$ cat src/design/bsg_pkg.sv
// Package for the boot select and bus grant block: constants and carrier types
package bsg_pkg;

  // ------------------------------------------------------------------
  // Boot mode pin patterns {C,B,A}
  // ------------------------------------------------------------------
  localparam logic [2:0] BSG_MODE_DMA_FULL  = 3'h0;
  localparam logic [2:0] BSG_MODE_NO_BOOT   = 3'h2;
  localparam logic [2:0] BSG_MODE_DMA_SLAVE = 3'h4;
  localparam logic [2:0] BSG_MODE_HOST      = 3'h5;

  // ------------------------------------------------------------------
  // Byte DMA reset defaults and field widths
  // ------------------------------------------------------------------
  localparam int          BSG_ADDR_W        = 14;
  localparam int          BSG_PAGE_W        = 8;
  localparam int          BSG_COUNT_W       = 14;
  localparam logic [1:0]  BSG_FMT_PM24      = 2'h0;
  localparam logic [13:0] BSG_BOOT_WORDS    = 14'h0020;
  localparam logic [1:0]  BSG_BYTES_PM24    = 2'h3;
  localparam logic [13:0] BSG_ADDR_RST      = 14'h0000;
  localparam logic [7:0]  BSG_PAGE_RST      = 8'h00;
  localparam logic        BSG_DIR_RST       = 1'b0;

  // ------------------------------------------------------------------
  // Carrier types
  // ------------------------------------------------------------------
  typedef enum logic [1:0] {
    BSG_BOOT_NONE = 2'b00,
    BSG_BOOT_DMA  = 2'b01,
    BSG_BOOT_HOST = 2'b10
  } bsg_boot_t;

  // Byte DMA setup written by software
  typedef struct packed {
    logic                   transfer_dir;
    logic [BSG_PAGE_W-1:0]  byte_page;
    logic [BSG_ADDR_W-1:0]  internal_start_addr;
    logic [BSG_ADDR_W-1:0]  external_start_addr;
    logic [1:0]             transfer_format;
    logic [BSG_COUNT_W-1:0] word_count;
    logic                   context_reset_hold;
  } bsg_dma_cfg_t;

  // Core access request toward the external bus
  typedef struct packed {
    logic ext_access;   // An external access is in progress this cycle
    logic ext_needed;   // Next instruction needs the external bus
    logic second_pend;  // Second access of the same instruction pending
  } bsg_core_req_t;

endpackage : bsg_pkg

$ cat src/design/bsg_sync.sv
// Three-stage input synchroniser with agreement filter
`timescale 1ns/1ps
`default_nettype none

module bsg_sync
  import bsg_pkg::*;
#(
  parameter logic RESET_VAL = 1'b1
) (
  input  wire logic i_clock,
  input  wire logic i_sys_rst,
  input  wire logic i_async,
  output logic      o_level
);

  logic meta_q;
  logic s2_q;
  logic s3_q;
  logic lvl_q;
  logic agree;

  // ------------------------------------------------------------------
  // Chain; first stage read only by the second
  // ------------------------------------------------------------------
  assign agree = (s2_q == s3_q);

  always_ff @(posedge i_clock) begin
    if (i_sys_rst) begin
      meta_q <= RESET_VAL;
      s2_q   <= RESET_VAL;
      s3_q   <= RESET_VAL;
      lvl_q  <= RESET_VAL;
    end else begin
      meta_q <= i_async;
      s2_q   <= meta_q;
      s3_q   <= s2_q;
      if (agree) begin
        lvl_q <= s3_q;
      end
    end
  end

  assign o_level = lvl_q;

endmodule // bsg_sync

`default_nettype wire

$ cat src/design/bsg_boot_grant.sv
// Boot mode selection, byte DMA boot loader and bus request/grant arbiter
`timescale 1ns/1ps
`default_nettype none

module bsg_boot_grant
  import bsg_pkg::*;
#(
  parameter int COUNT_W = BSG_COUNT_W
) (
  input  wire logic                  i_clock,
  input  wire logic                  i_sys_rst,
  input  wire logic [2:0]            i_boot_mode,
  input  wire logic                  i_bus_request_n,
  input  wire logic                  i_run_on_grant,
  input  wire bsg_core_req_t         i_core_req,
  input  wire logic                  i_cfg_write,
  input  wire bsg_dma_cfg_t          i_cfg,
  input  wire logic                  i_byte_valid,
  input  wire logic [7:0]            i_byte_data,
  input  wire logic                  i_host_pm0_write,
  output logic                       o_bus_grant_n,
  output logic                       o_grant_hold_n,
  output logic                       o_pins_oe_n,
  output logic                       o_exec_halt,
  output logic                       o_exec_from_zero,
  output logic                       o_ext_boot_space,
  output logic                       o_slave_port,
  output logic                       o_byte_read,
  output logic                       o_low_addr_bit,
  output logic [BSG_ADDR_W-1:0]      o_ext_addr,
  output logic [BSG_PAGE_W-1:0]      o_page,
  output logic                       o_word_valid,
  output logic [23:0]                o_word_data,
  output logic [BSG_ADDR_W-1:0]      o_word_addr,
  output logic                       o_dma_done_irq,
  output bsg_boot_t                  o_boot_sel,
  output logic [COUNT_W-1:0]         o_word_count
);

  // ------------------------------------------------------------------
  // Signals
  // ------------------------------------------------------------------
  typedef enum logic [1:0] {
    BSG_BUS_OWN   = 2'b00,
    BSG_BUS_WAIT  = 2'b01,
    BSG_BUS_GRANT = 2'b10
  } bsg_bus_t;

  bsg_bus_t               bus_q, bus_d;
  logic                   req_lvl_n;
  logic                   in_rst_q;
  bsg_boot_t              boot_q;
  logic                   slave_q;
  bsg_dma_cfg_t           cfg_q;
  logic                   active_q;
  logic [1:0]             byte_idx_q;
  logic [23:0]            shift_q;
  logic                   halt_boot_q;
  logic                   zero_q;
  logic                   word_v_q;
  logic                   irq_q;
  logic                   grant_n_q;
  logic                   hold_n_q;
  logic                   oe_n_q;
  logic                   halt_q;
  logic                   rd_q;
  logic [BSG_ADDR_W-1:0]  word_addr_q;
  logic [23:0]            word_data_q;
  logic                   ext_space_q;

  wire bsg_boot_t mode_dec;
  wire logic      mode_slave;
  wire logic [2:0] mode_lvl;
  wire logic      req_on;
  wire logic      byte_take;
  wire logic      word_end;
  wire logic      grant_ok;
  wire logic      boot_dma;
  wire logic      sw_start;
  wire logic [BSG_ADDR_W+BSG_PAGE_W-1:0] ext_lin;
  wire logic [BSG_ADDR_W+BSG_PAGE_W-1:0] ext_next;

  // ------------------------------------------------------------------
  // Request synchroniser; pin is outside the clock domain
  // ------------------------------------------------------------------
  bsg_sync #(.RESET_VAL(1'b1)) u_req_sync (
    .i_clock   (i_clock),
    .i_sys_rst (1'b0),               // Keeps sampling during reset
    .i_async   (i_bus_request_n),
    .o_level   (req_lvl_n)
  );

  // Boot straps are pins as well; same filter, also never reset
  generate
    for (genvar b = 0; b < 3; b++) begin : g_mode_sync
      bsg_sync #(.RESET_VAL(1'b0)) u_mode_sync (
        .i_clock   (i_clock),
        .i_sys_rst (1'b0),             // Tracks straps while reset is held
        .i_async   (i_boot_mode[b]),
        .o_level   (mode_lvl[b])
      );
    end
  endgenerate

  // ------------------------------------------------------------------
  // Boot pattern decoding
  // ------------------------------------------------------------------
  // Unlisted strap patterns fall back to no boot, so a bad strap still
  // leaves the core running from external memory instead of stuck
  assign mode_dec   = (mode_lvl == BSG_MODE_DMA_FULL)  ? BSG_BOOT_DMA  :
                      (mode_lvl == BSG_MODE_DMA_SLAVE) ? BSG_BOOT_DMA  :
                      (mode_lvl == BSG_MODE_HOST)      ? BSG_BOOT_HOST :
                                                         BSG_BOOT_NONE;
  assign mode_slave = mode_lvl[2];
  assign boot_dma   = (mode_dec == BSG_BOOT_DMA);

  // Capture at the first clock after reset release, then frozen
  always_ff @(posedge i_clock) begin
    if (i_sys_rst) begin
      in_rst_q    <= 1'b1;
      boot_q      <= BSG_BOOT_NONE;
      slave_q     <= 1'b0;
      ext_space_q <= 1'b0;
    end else begin
      in_rst_q <= 1'b0;
      if (in_rst_q) begin
        boot_q      <= mode_dec;
        slave_q     <= mode_slave;
        ext_space_q <= (mode_dec == BSG_BOOT_NONE);
      end
    end
  end

  // ------------------------------------------------------------------
  // Byte DMA datapath; boot uses the 24-bit program format only
  // ------------------------------------------------------------------
  // Core accesses win: a byte fetch only goes out while the core leaves
  // the external bus idle and no grant is about to take it
  assign byte_take = active_q && i_byte_valid && rd_q;
  assign word_end  = byte_take && (byte_idx_q == BSG_BYTES_PM24 - 2'h1);
  assign sw_start  = i_cfg_write && (i_cfg.word_count != '0);
  assign ext_lin   = {cfg_q.byte_page, cfg_q.external_start_addr};
  assign ext_next  = ext_lin + {{(BSG_ADDR_W+BSG_PAGE_W-1){1'b0}}, 1'b1};   // Pages cross

  // Configuration, counting and word assembly
  // One transfer at a time: a write while busy is dropped, not queued,
  // so software must wait for the interrupt before the next setup
  always_ff @(posedge i_clock) begin
    if (i_sys_rst) begin
      cfg_q.transfer_dir        <= BSG_DIR_RST;
      cfg_q.byte_page           <= BSG_PAGE_RST;
      cfg_q.internal_start_addr <= BSG_ADDR_RST;
      cfg_q.external_start_addr <= BSG_ADDR_RST;
      cfg_q.transfer_format     <= BSG_FMT_PM24;
      cfg_q.word_count          <= boot_dma ? BSG_BOOT_WORDS : '0;
      cfg_q.context_reset_hold  <= boot_dma;
      active_q    <= 1'b0;
      byte_idx_q  <= 2'h0;
      shift_q     <= 24'h000000;
      word_v_q    <= 1'b0;
      irq_q       <= 1'b0;
      word_addr_q <= BSG_ADDR_RST;
      word_data_q <= 24'h000000;
    end else begin
      word_v_q <= 1'b0;
      irq_q    <= 1'b0;
      if (in_rst_q && boot_q == BSG_BOOT_NONE && boot_dma) begin
        active_q <= 1'b1;
      end else if (sw_start && !active_q) begin
        cfg_q    <= i_cfg;
        active_q <= 1'b1;
      end
      if (byte_take) begin
        shift_q                   <= {shift_q[15:0], i_byte_data};
        {cfg_q.byte_page, cfg_q.external_start_addr} <= ext_next;
        byte_idx_q                <= word_end ? 2'h0 : byte_idx_q + 2'h1;
      end
      if (word_end) begin
        word_v_q    <= 1'b1;
        word_data_q <= {shift_q[15:0], i_byte_data};
        word_addr_q <= cfg_q.internal_start_addr;
        cfg_q.internal_start_addr <= cfg_q.internal_start_addr + 14'h0001;
        cfg_q.word_count <= cfg_q.word_count - 14'h0001;
        if (cfg_q.word_count == 14'h0001) begin
          active_q <= 1'b0;
          irq_q    <= 1'b1;
        end
      end
    end
  end

  // Execution hold for boot modes; released at completion or host write
  // Only the boot transfer's own completion or the host write frees the core; a software
  // transfer with the hold bit clear never touches execution
  always_ff @(posedge i_clock) begin
    if (i_sys_rst) begin
      halt_boot_q <= 1'b1;
      zero_q      <= 1'b0;
    end else if (in_rst_q) begin
      halt_boot_q <= (mode_dec != BSG_BOOT_NONE);
      zero_q      <= 1'b0;
    end else begin
      zero_q <= 1'b0;
      if (halt_boot_q && boot_q == BSG_BOOT_DMA && irq_q && cfg_q.context_reset_hold) begin
        halt_boot_q <= 1'b0;
        zero_q      <= 1'b1;
      end else if (halt_boot_q && boot_q == BSG_BOOT_HOST && i_host_pm0_write) begin
        halt_boot_q <= 1'b0;
        zero_q      <= 1'b1;
      end
    end
  end

  // ------------------------------------------------------------------
  // Bus arbiter; never reset-gated so it works in reset
  // ------------------------------------------------------------------
  assign req_on   = !req_lvl_n;
  assign grant_ok = !i_core_req.ext_access;

  // A request that meets a running access parks in WAIT; the idle gap
  // between two accesses of one instruction is enough to grant, so the
  // pending-second-access hint is not needed to find it
  always_comb begin
    bus_d = bus_q;
    case (bus_q)
      BSG_BUS_OWN: begin
        if (req_on) begin
          bus_d = grant_ok ? BSG_BUS_GRANT : BSG_BUS_WAIT;
        end
      end
      BSG_BUS_WAIT: begin
        if (!req_on) begin
          bus_d = BSG_BUS_OWN;
        end else if (grant_ok) begin
          bus_d = BSG_BUS_GRANT;
        end
      end
      BSG_BUS_GRANT: begin
        if (!req_on) begin
          bus_d = BSG_BUS_OWN;
        end
      end
      default: bus_d = BSG_BUS_OWN;
    endcase
  end

  // Grant state and registered pin controls
  // Driven from the next state so grant, float and (with i_run_on_grant low) halt move on one edge
  // and the pins never see a cycle with both sides driving
  always_ff @(posedge i_clock) begin
    bus_q     <= bus_d;
    grant_n_q <= (bus_d != BSG_BUS_GRANT);
    oe_n_q    <= (bus_d == BSG_BUS_GRANT);
    hold_n_q  <= !((bus_d == BSG_BUS_GRANT) &&
                   (!i_run_on_grant || i_core_req.ext_needed));
    halt_q    <= halt_boot_q ||
                 ((bus_d == BSG_BUS_GRANT) &&
                  (!i_run_on_grant || i_core_req.ext_needed));
    rd_q      <= active_q && (bus_d != BSG_BUS_GRANT) && !i_core_req.ext_access;
  end

  // ------------------------------------------------------------------
  // Outputs
  // ------------------------------------------------------------------
  assign o_bus_grant_n    = grant_n_q;
  assign o_grant_hold_n   = hold_n_q;
  assign o_pins_oe_n      = oe_n_q;
  assign o_exec_halt      = halt_q;
  assign o_exec_from_zero = zero_q;
  assign o_ext_boot_space = ext_space_q;
  assign o_slave_port     = slave_q;
  assign o_byte_read      = rd_q;
  assign o_low_addr_bit   = cfg_q.external_start_addr[0];
  assign o_ext_addr       = cfg_q.external_start_addr;
  assign o_page           = cfg_q.byte_page;
  assign o_word_valid     = word_v_q;
  assign o_word_data      = word_data_q;
  assign o_word_addr      = word_addr_q;
  assign o_dma_done_irq   = irq_q;
  assign o_boot_sel       = boot_q;
  assign o_word_count     = cfg_q.word_count;

endmodule // bsg_boot_grant

`default_nettype wire

$ cat config.mk
export PLATFORM = sky130hd
export DESIGN_NAME = bsg_boot_grant
export DESIGN_NICKNAME = d
export VERILOG_FILES = /design/src/design/bsg_pkg.sv /design/src/design/bsg_sync.sv /design/src/design/bsg_boot_grant.sv
export SDC_FILE = /design/constraint.sdc
export NUM_CORES = 1
export LEC_CHECK = 0
export BUFFER_PORTS_ARGS = -buffer_cell sky130_fd_sc_hd__buf_2
export CAP_MARGIN = 0
export CORE_UTILIZATION = 50
export DETAILED_ROUTE_END_ITERATION = 8
export PLACE_DENSITY_LB_ADDON = 0.3
export SLEW_MARGIN = 20
export SYNTH_ARGS = -nofsm -noshare
export SYNTH_HDL_FRONTEND = slang
export SYNTH_SLANG_ARGS = --single-unit
$ cat constraint.sdc
create_clock -name i_clock -period 3.5 [get_ports i_clock]
set_clock_uncertainty 0.05 [all_clocks]
set_input_delay 0.35 -clock i_clock [delete_from_list [all_inputs] [get_ports i_clock]]
set_output_delay 0.35 -clock i_clock [all_outputs]
set_load 0.05 [all_outputs]
==> flow_summary_export.csv, run 1 <==
group,metric,value,unit
status,outcome,"complete, but fails checks",
status,violations,"DRC",
synth,async_flop_share,0,%
synth,ys_types,54,
power,p_leak,2.94,nW
synth,syn_nets,772,
cts,h-tree-depth,4,
cts,tritoncts,"yes",
routing,detail-route-antenna-nets,0,
global_route,antenna_found_initial,1,
placement,hpwl,9820,um
die,row_count,39,
critical_path,crit_chain,"inv_1, ha_1, nor3b_1, nand3b_1, nor4_1, xor2_1, a22o_1",
cts,root_buffer,"clkbuf_16",
critical_path,crit_type,"flip-flop to flip-flop",
routing,remaining_drc_errors,20,
cts,clk_pin_slew,0.06,ns
critical_path,cp_top_family,"simple AND/OR/NAND/NOR gates",
routing,vias_per_cell,5.53,
worst_hold_path,hold_class,"input port to flip-flop",
finish,layout.nets,884,
critical_path,worst-endpoint-arrival,2.43,ns
cts,cts_resized,0,
synth,yosysWarnings,0,
cts,clock_path_buffers,2,
routing,drtPass1Iterations,7,
die,die_area,12500,sq um
finish,area_growth_syn_to_layout,19.5,%
sta,setup_viol,0,
global_route,grt_pass1_vias,5083,
placement,io_buffers,157,
die,pin_count,162,
cts,numCtsBuffers,17,
die,start_util,51.9,%
critical_path,slowest_delay,0.48,ns
finish,postLayoutCellArea,7170,sq um
critical_path,critPathBufInv,1,
global_route,grt_usage,24.3,%
sta,tightest_slew,0.739,ns
finish,multi_input_area,2540,sq um
sta,drv_slew,0,
global_route,overflow,0,
sta,min_period_over_period,66.2,%
die,coreArea,11600,sq um
synth,syn-mean-instance-area,8.66,sq um
sta,hold_viol,0,
sta,timing.final.crit_period,2.32,ns
global_route,grt_pass1_wl,24200,um
synth,synth_flop_cell,"dfxtp_1",
sta,fmax,432,MHz
synth,synth_seq_cells,140,
sta,slew_headroom,50.7,%
global_route,grt_max_degree,65,
critical_path,cp.required,3.62,ns
finish,num-fill-cells,999,
cts,clock_latency,0.42,ns
placement,gp_congestion,0.830,
synth,netlist_instances,693,
power,ir_drop,0.271,mV
synth,synth_edf_count,19,
sta,fin_setup_tns,0,ns
synth,synth-seq-area-share,49.8,%
critical_path,start_kind,"flip-flop",
routing,vias,5323,
finish,ff_latch_area,2990,sq um
routing,routedWlPerCell,15.2,um
routing,wl,14600,um
die,die_h,112,um
sta,rsz0062_at_grt,"false",
die,die-width,112,um
critical_path,cp-end-kind,"flip-flop",
critical_path,cp_slowest_cell,"nor3b_1",
critical_path,path_max_fanout,5,
placement,placed_area,6590,sq um
cts,numClockSinks,140,
finish,layout-drive-gt1-share,25.2,%
flow_run,drv_cap,0,
power,power_density,533,nW/um^2
synth,synth.cell_area,6000,sq um
routing,drt-initial-drc-count,487,
Yosys cell counts (6+ instances only):
master / number / share of area, %
dfxtp_1: 121 / 40
a2bb2oi_1: 10 / 1.5
and3_1: 7 / 0.73
nor2_1: 47 / 2.9
xor2_1: 10 / 1.5
or3_1: 8 / 0.83
nor4_1: 9 / 0.94
buf_4: 36 / 4.5
a21oi_1: 93 / 7.8
nor3_1: 6 / 0.50
nand3_1: 21 / 1.8
buf_2: 11 / 0.92
edfxtp_1: 19 / 9.5
nand2_1: 142 / 8.9
inv_1: 7 / 0.44
o21ai_0: 14 / 1.2
nand2b_1: 6 / 0.63
clkbuf_1: 23 / 1.4
a22oi_1: 9 / 1.1
a31oi_1: 11 / 1.1
nand4_1: 7 / 0.73
xnor2_1: 9 / 1.3
final cells by class:
class                           count  area share [%]
Antenna cell                        1          0.0349
Clock buffer                       19            6.17
Clock inverter                     13            1.40
Inverter                            7           0.366
Multi-Input combinational cell    472            35.5
Sequential cell                   140            41.7
Tap cell                          143            2.49
Timing Repair Buffer              167            12.3
cell usage in the layout (no fill, tap or decap), types with 8 or more instances in the layout:
| cell | n |
|---|---|
| a21oi_1 | 93 |
| a22oi_1 | 9 |
| a2bb2oi_1 | 10 |
| a31oi_1 | 11 |
| buf_2 | 156 |
| clkbuf_16 | 17 |
| dfxtp_1 | 121 |
| edfxtp_1 | 19 |
| nand2_1 | 142 |
| nand3_1 | 21 |
| nor2_1 | 47 |
| nor4_1 | 9 |
| o21ai_0 | 14 |
| or3_1 | 8 |
| xnor2_1 | 9 |
| xor2_1 | 10 |
worst reg2reg max path, delay by kind of cell, from the launching register on:
family | cells | cell delay (ns)
AO/OA/AOI/OAI | 1 | 0.22
XOR/XNOR | 1 | 0.14
adder cells (fa/ha/maj) | 1 | 0.18
buffers and inverters | 1 | 0.11
flip-flops | 1 | 0.44
AND/OR/NAND/NOR | 3 | 0.93
final timing paths:
path                                     start                         endpoint  slack (ns)  depth (start not counted)
max                            o_word_count[0]                 o_word_count[12]        1.18                          7
min                              i_core_req[2]                      o_byte_read        0.07                          2
max reg2reg                    o_word_count[0]                 o_word_count[12]        1.18                          7
min reg2reg  g_mode_sync[0].u_mode_sync.meta_q  g_mode_sync[0].u_mode_sync.s2_q        0.28                          0
where the power goes:
group          total, mW  internal (mW)  switching, mW
registers           1.77           1.70         0.0674
logic              0.400          0.126          0.274
clock network       1.66          0.984          0.673
cell families after synthesis:
kind of cell	count (synthesis)	synth area share [%]
fa+ha+maj	4	0.834
flops	140	49.8
mux	2	0.333
simple gates	286	22.5
buf+inv	81	7.88
compound gates	161	15.8
xor+xnor	19	2.77
sequential cells by signal, indices dropped and copies added, names as in the netlist, 2 cells and up:
name	cells
bus_q	2
byte_idx_q	2
cfg_q	15
g_mode_sync.u_mode_sync.meta_q	3
g_mode_sync.u_mode_sync.o_level	3
g_mode_sync.u_mode_sync.s2_q	3
g_mode_sync.u_mode_sync.s3_q	3
o_boot_sel	2
o_ext_addr	14
o_page	8
o_word_addr	14
o_word_count	14
o_word_data	24
shift_q	16
stage by stage:
stage | instances | total power [mW] | setup slack, ns | hold WS, ns | util, %
6_report | 962 | 3.82 | 1.18 | 0.0710 | 62.0
4_1_cts | 961 | 3.84 | 1.20 | 0.0544 | 62.0
3_5_place_dp | 925 | 2.19 | 0.941 | 0.262 | 57.0
2_1_floorplan | 693 | 2.11 | 1.23 | 0.260 | -
3_3_place_gp | 925 | 2.18 | 1.01 | 0.261 | 57.0
5_1_grt | 961 | 3.95 | 0.996 | 0.0547 | 62.0
per-layer routing:
metal	part of all wire (%)	global-route usage, %	vias to the layer above
li1	-	-	2601
met1	43	30.6	2481
met2	49	40.6	219
met3	6.9	5.23	22
met4	1.5	9.91	0
met5	0	0	-
timing repair:
action / 4_1_cts / 5_1_grt
endpoints found under the hold margin: 4 / 0
endpoints found under the setup margin: 0 / 0
hold buffers: 4 / 0
buffers inserted: 0 / 0
Power figures use the tool's default switching activity.
==> run 2: changes to the inputs <==
- CORE_UTILIZATION: 50 -> 47
- clock period: 3.5 -> 2.1 ns (I/O delays scaled with it)
==> run 2 against run 1 <==
  * The run now ends clean
  * Register-to-register slack worse by 1.2 ns
  * First-iteration DRC count is 16% lower
  * Core utilization rose by 0.52 points
  * Final cell count rose by 7.1%
  * Via count rose by 4.7%
  * Largest cell class unchanged
  * Highest routed layer unchanged
==> flow_summary_export.csv, run 2 (synthesized netlist as in run 1, its figures left out) <==
group,metric,value,unit
placement,gp_congestion,0.855,
finish,layout_commonest_cell,"buf_2",
critical_path,slowest_delay,0.54,ns
die,die_h,115,um
routing,vias_per_cell,5.41,
cts,h-tree-depth,4,
placement,io_buffers,157,
sta,holdWs,0.0182,ns
die,start_util,49.2,%
die,row_count,40,
sta,slew_headroom,62.6,%
critical_path,cp-end-kind,"flip-flop",
sta,fin_setup_tns,0,ns
sta,drv_slew,0,
finish,area_growth_syn_to_layout,27.2,%
power,p_leak,3.17,nW
global_route,grt_pass1_vias,5086,
finish,final_cell_mix,"buf_2 (156), nand2_1 (142), dfxtp_1 (117), a21oi_1 (93), nor2_1 (47)",
die,die_area,13200,sq um
critical_path,worst-endpoint-arrival,2.20,ns
flow_run,drv_cap,0,
sta,hold_viol,0,
placement,hpwl,10500,um
routing,detail-route-antenna-nets,0,
routing,drt-initial-drc-count,408,
sta,fmax,480,MHz
sta,timing.final.crit_period,2.08,ns
global_route,grt_pass1_wl,24500,um
routing,vias,5572,
cts,clock_path_buffers,2,
cts,clock_latency,0.41,ns
placement,dp_cells,973,
cts,tritoncts,"yes",
status,outcome,"finished clean",
power,ir_drop,0.424,mV
die,pin_count,162,
sta,tightest_slew,0.561,ns
finish,num_antenna_cells,0,
cts,numCtsBuffers,17,
die,coreArea,12200,sq um
critical_path,crit_type,"flip-flop to flip-flop",
routing,routedWlPerCell,15.0,um
cts,numClockSinks,140,
critical_path,cp_slowest_cell,"or4_4",
sta,setup_viol,0,
critical_path,cp.required,2.22,ns
finish,layout.nets,928,
global_route,overflow,0,
worst_hold_path,hold_class,"input port to flip-flop",
finish,layout-drive-gt1-share,27.1,%
finish,final_util,62.6,%
finish,largest_reg_flops,24,
critical_path,crit_chain,"or4_4, or3b_4, nor3_2, xor2_1, a22o_1",
finish,instances_no_fill,1030,
die,die-width,115,um
global_route,grt_max_degree,55,
sta,rsz0062_at_grt,"true",
cts,clk_pin_slew,0.06,ns
global_route,grt_usage,23.8,%
critical_path,start_kind,"flip-flop",
global_route,antenna_found_initial,0,
routing,remaining_drc_errors,0,
cts,root_buffer,"clkbuf_16",
critical_path,path_max_fanout,4,
power,power_density,850,nW/um^2
routing,wl,15400,um
sta,min_period_over_period,99.1,%
routing,drtPass1Iterations,5,
## run 2: cell count changes in the layout (fill, tap and decap cells not counted), moves of 2 or more
cell           before  now
buf_12              1    3
buf_4               6   27
clkinv_2            7    4
clkinv_4            0    4
dfxtp_1           121  117
dfxtp_2             0    4
dlygate4sd3_1       4   25
## run 2: per-layer routing
| layer | share of wire, % | global-route usage (%) | up-vias | wire length, um |
|---|---|---|---|---|
| met5 | 0 | 0 | - | 0 |
| li1 | - | - | 2694 | - |
| met1 | 43 | 29.6 | 2651 | 6670 |
| met2 | 49 | 39.0 | 201 | 7550 |
| met3 | 6.0 | 6.01 | 26 | 925 |
| met4 | 1.7 | 10.7 | 0 | 259 |
## run 2: area by class of cell
class	instances	area [sq um]
clock buffers	18	429
multi-input cells	472	2560
inverters	7	26.3
well taps	168	210
fillers	1082	4570
clock inverters	14	123
flip-flops and latches	140	3000
repair buffers	211	1290
## run 2: power breakdown
part | switching (mW) | internal, mW
clock | 1.17 | 1.63
sequential | 0.104 | 2.83
combinational | 0.483 | 0.275
total | 1.76 | 4.73
## run 2: per-stage QoR
stage	cell area (sq um)	total power, mW	worst slack [ns]
2_1_floorplan	6010	3.51	0.0233
3_3_place_gp	6820	3.68	0.0305
3_5_place_dp	6820	3.71	0.0134
4_1_cts	7620	6.53	0.0192
5_1_grt	7640	6.72	-0.0334
6_report	7640	6.49	0.0180
## run 2: worst paths after layout
| kind | from | to | slack [ns] | cells past startpoint |
|---|---|---|---|---|
| max | o_word_count[1] | o_word_count[11] | 0.02 | 5 |
| min | i_cfg[19] | o_ext_addr[2] | 0.02 | 3 |
| max reg2reg | o_word_count[1] | o_word_count[11] | 0.02 | 5 |
| min reg2reg | g_mode_sync[2].u_mode_sync.meta_q | g_mode_sync[2].u_mode_sync.s2_q | 0.28 | 0 |
## run 2: what timing repair did
action                                 CTS  global route
endpoints found under the hold margin   30             0
setup buffers                            0             0
gates resized for setup                  0             2
hold buffers                            25             0
setup endpoints to repair                0             4
## run 2: critical path, delay by kind of cell, from the launching register on
family          cells  cell delay [ns]
compound gates      1             0.19
xor+xnor            1             0.08
simple gates        3             1.09
flops               1             0.42
==> run 3: changes to the inputs <==
==> constraint.sdc (replaced) <==
create_clock -name i_clock -period 2.1 [get_ports i_clock]
set_clock_uncertainty 0.05 [all_clocks]
set_input_delay 0.315 -clock i_clock [delete_from_list [all_inputs] [get_ports i_clock]]
set_output_delay 0.315 -clock i_clock [all_outputs]
set_load 0.05 [all_outputs]
==> run 3 against run 2 <==
  * Die area unchanged
  * Sequential power about the same
  * Core utilization down 0.85 points
  * Clock power up 11%
  * Sequential cell count unchanged
  * First-iteration DRC count up 28%
  * Final cell count down 1.6%
  * Non-clock buffer count down 18
  * Register-to-register slack worse by 0.02 ns
  * Largest power group is now clock
==> flow_summary_export.csv, run 3 (synthesized netlist as in run 1, its figures left out) <==
group,metric,value,unit
status,outcome,"finished clean",
critical_path,cp.required,2.22,ns
critical_path,crit_chain,"or4_4, or3b_4, nor3_4, xor2_1, a22o_1",
routing,remaining_drc_errors,0,
power,p_leak,3.13,nW
placement,hpwl,10300,um
finish,instances_no_fill,1014,
die,die_area,13200,sq um
sta,setup_ws,0.00123,ns
sta,slew_headroom,70.3,%
global_route,grt_max_degree,105,
cts,numClockSinks,140,
sta,tightest_slew,0.442,ns
global_route,grt_pass1_wl,24300,um
die,row_count,40,
routing,drtPass1Iterations,5,
sta,min_period_over_period,99.9,%
critical_path,cp_top_family,"simple AND/OR/NAND/NOR gates",
cts,clock_latency,0.41,ns
sta,rsz0062_at_grt,"true",
die,pin_count,162,
sta,timing.final.crit_period,2.10,ns
routing,routedWlPerCell,15.1,um
cts,clock_path_buffers,2,
global_route,grt_usage,23.6,%
routing,vias,5483,
cts,h-tree-depth,4,
routing,vias_per_cell,5.41,
cts,clk_pin_slew,0.06,ns
finish,layout_commonest_cell,"buf_2",
worst_hold_path,hold_class,"input port to flip-flop",
cts,root_buffer,"clkbuf_16",
placement,place_ws,-0.0255,ns
placement,dp_cells,971,
placement,io_buffers,157,
finish,area_growth_syn_to_layout,25.5,%
finish,layout-drive-gt1-share,27.7,%
routing,wl,15400,um
placement,gp_congestion,0.815,
critical_path,slowest_delay,0.56,ns
sta,fmax,476,MHz
cts,tritoncts,"yes",
power,power_density,898,nW/um^2
finish,final_cell_mix,"buf_2 (156), nand2_1 (142), dfxtp_1 (117), a21oi_1 (93), nor2_1 (47)",
die,die-width,115,um
global_route,antenna_found_initial,2,
sta,setup_viol,0,
sta,hold_viol,0,
critical_path,cp_slowest_cell,"or4_4",
critical_path,critPathBufInv,0,
finish,layout.nets,910,
finish,largest_reg_flops,24,
critical_path,ff2ff_setup_slack,0.001,ns
sta,holdWs,0.0287,ns
critical_path,crit_type,"flip-flop to flip-flop",
global_route,overflow,0,
critical_path,path_max_fanout,3,
flow_run,drv_cap,0,
die,coreArea,12200,sq um
power,ir_drop,0.477,mV
cts,numCtsBuffers,17,
critical_path,start_kind,"flip-flop",
critical_path,worst-endpoint-arrival,2.22,ns
die,start_util,49.2,%
global_route,grt_pass1_vias,4949,
sta,drv_slew,0,
routing,detail-route-antenna-nets,0,
critical_path,cp-end-kind,"flip-flop",
die,die_h,115,um
routing,drt-initial-drc-count,522,
## run 3: layout make-up
type / count / area [sq um]
flip-flops and latches: 140 / 3000
fillers: 1090 / 4680
inverters: 7 / 26.3
repair buffers: 193 / 1110
clock inverters: 13 / 143
multi-input cells: 472 / 2570
clock buffers: 19 / 475
diodes: 2 / 5.00
well taps: 168 / 210
## run 3: repair_timing
item                       in CTS  in global routing
pin swaps                       0                  1
setup buffers                   1                  4
hold buffers                    4                  0
hold endpoints to repair        4                  0
setup endpoints to repair       1                  5
gates resized for setup         0                  4
## run 3: stage by stage
| stage | instance area [sq um] | util (%) | power [mW] | TNS, ns |
|---|---|---|---|---|
| after global placement | 6810 | 55.7 | 3.68 | 0 |
| final | 7530 | 61.7 | 6.76 | 0 |
| after CTS | 7470 | 61.2 | 6.80 | -0.00215 |
| after floorplan | 6010 | - | 3.51 | 0 |
| after global routing | 7530 | 61.7 | 7.00 | -0.118 |
| after detailed placement | 6810 | 55.7 | 3.70 | -0.0255 |
## run 3: power breakdown
| group | switching, mW | internal [mW] | total (mW) |
|---|---|---|---|
| Combinational | 0.478 | 0.250 | 0.729 |
| Sequential | 0.108 | 2.83 | 2.94 |
| Clock | 1.11 | 1.98 | 3.10 |
## run 3: metal layers
layer	track usage (%)	wire length, um
met1	29.7	6660
met2	38.7	7540
met3	6.17	920
met4	9.44	234
met5	0	0
## run 3: final timing paths
path	start	end	cells after the start
min	i_core_req[2]	o_byte_read	2
max	o_word_count[3]	o_word_count[11]	5
max reg2reg	o_word_count[3]	o_word_count[11]	5
min reg2reg	g_mode_sync[2].u_mode_sync.meta_q	g_mode_sync[2].u_mode_sync.s2_q	0
## run 3: worst register-to-register path: stages, from the launching register on
cell	delay (ns)
edfxtp_1	0.39
or4_4	0.56
or3b_4	0.42
nor3_4	0.13
xor2_1	0.10
a22o_1	0.20
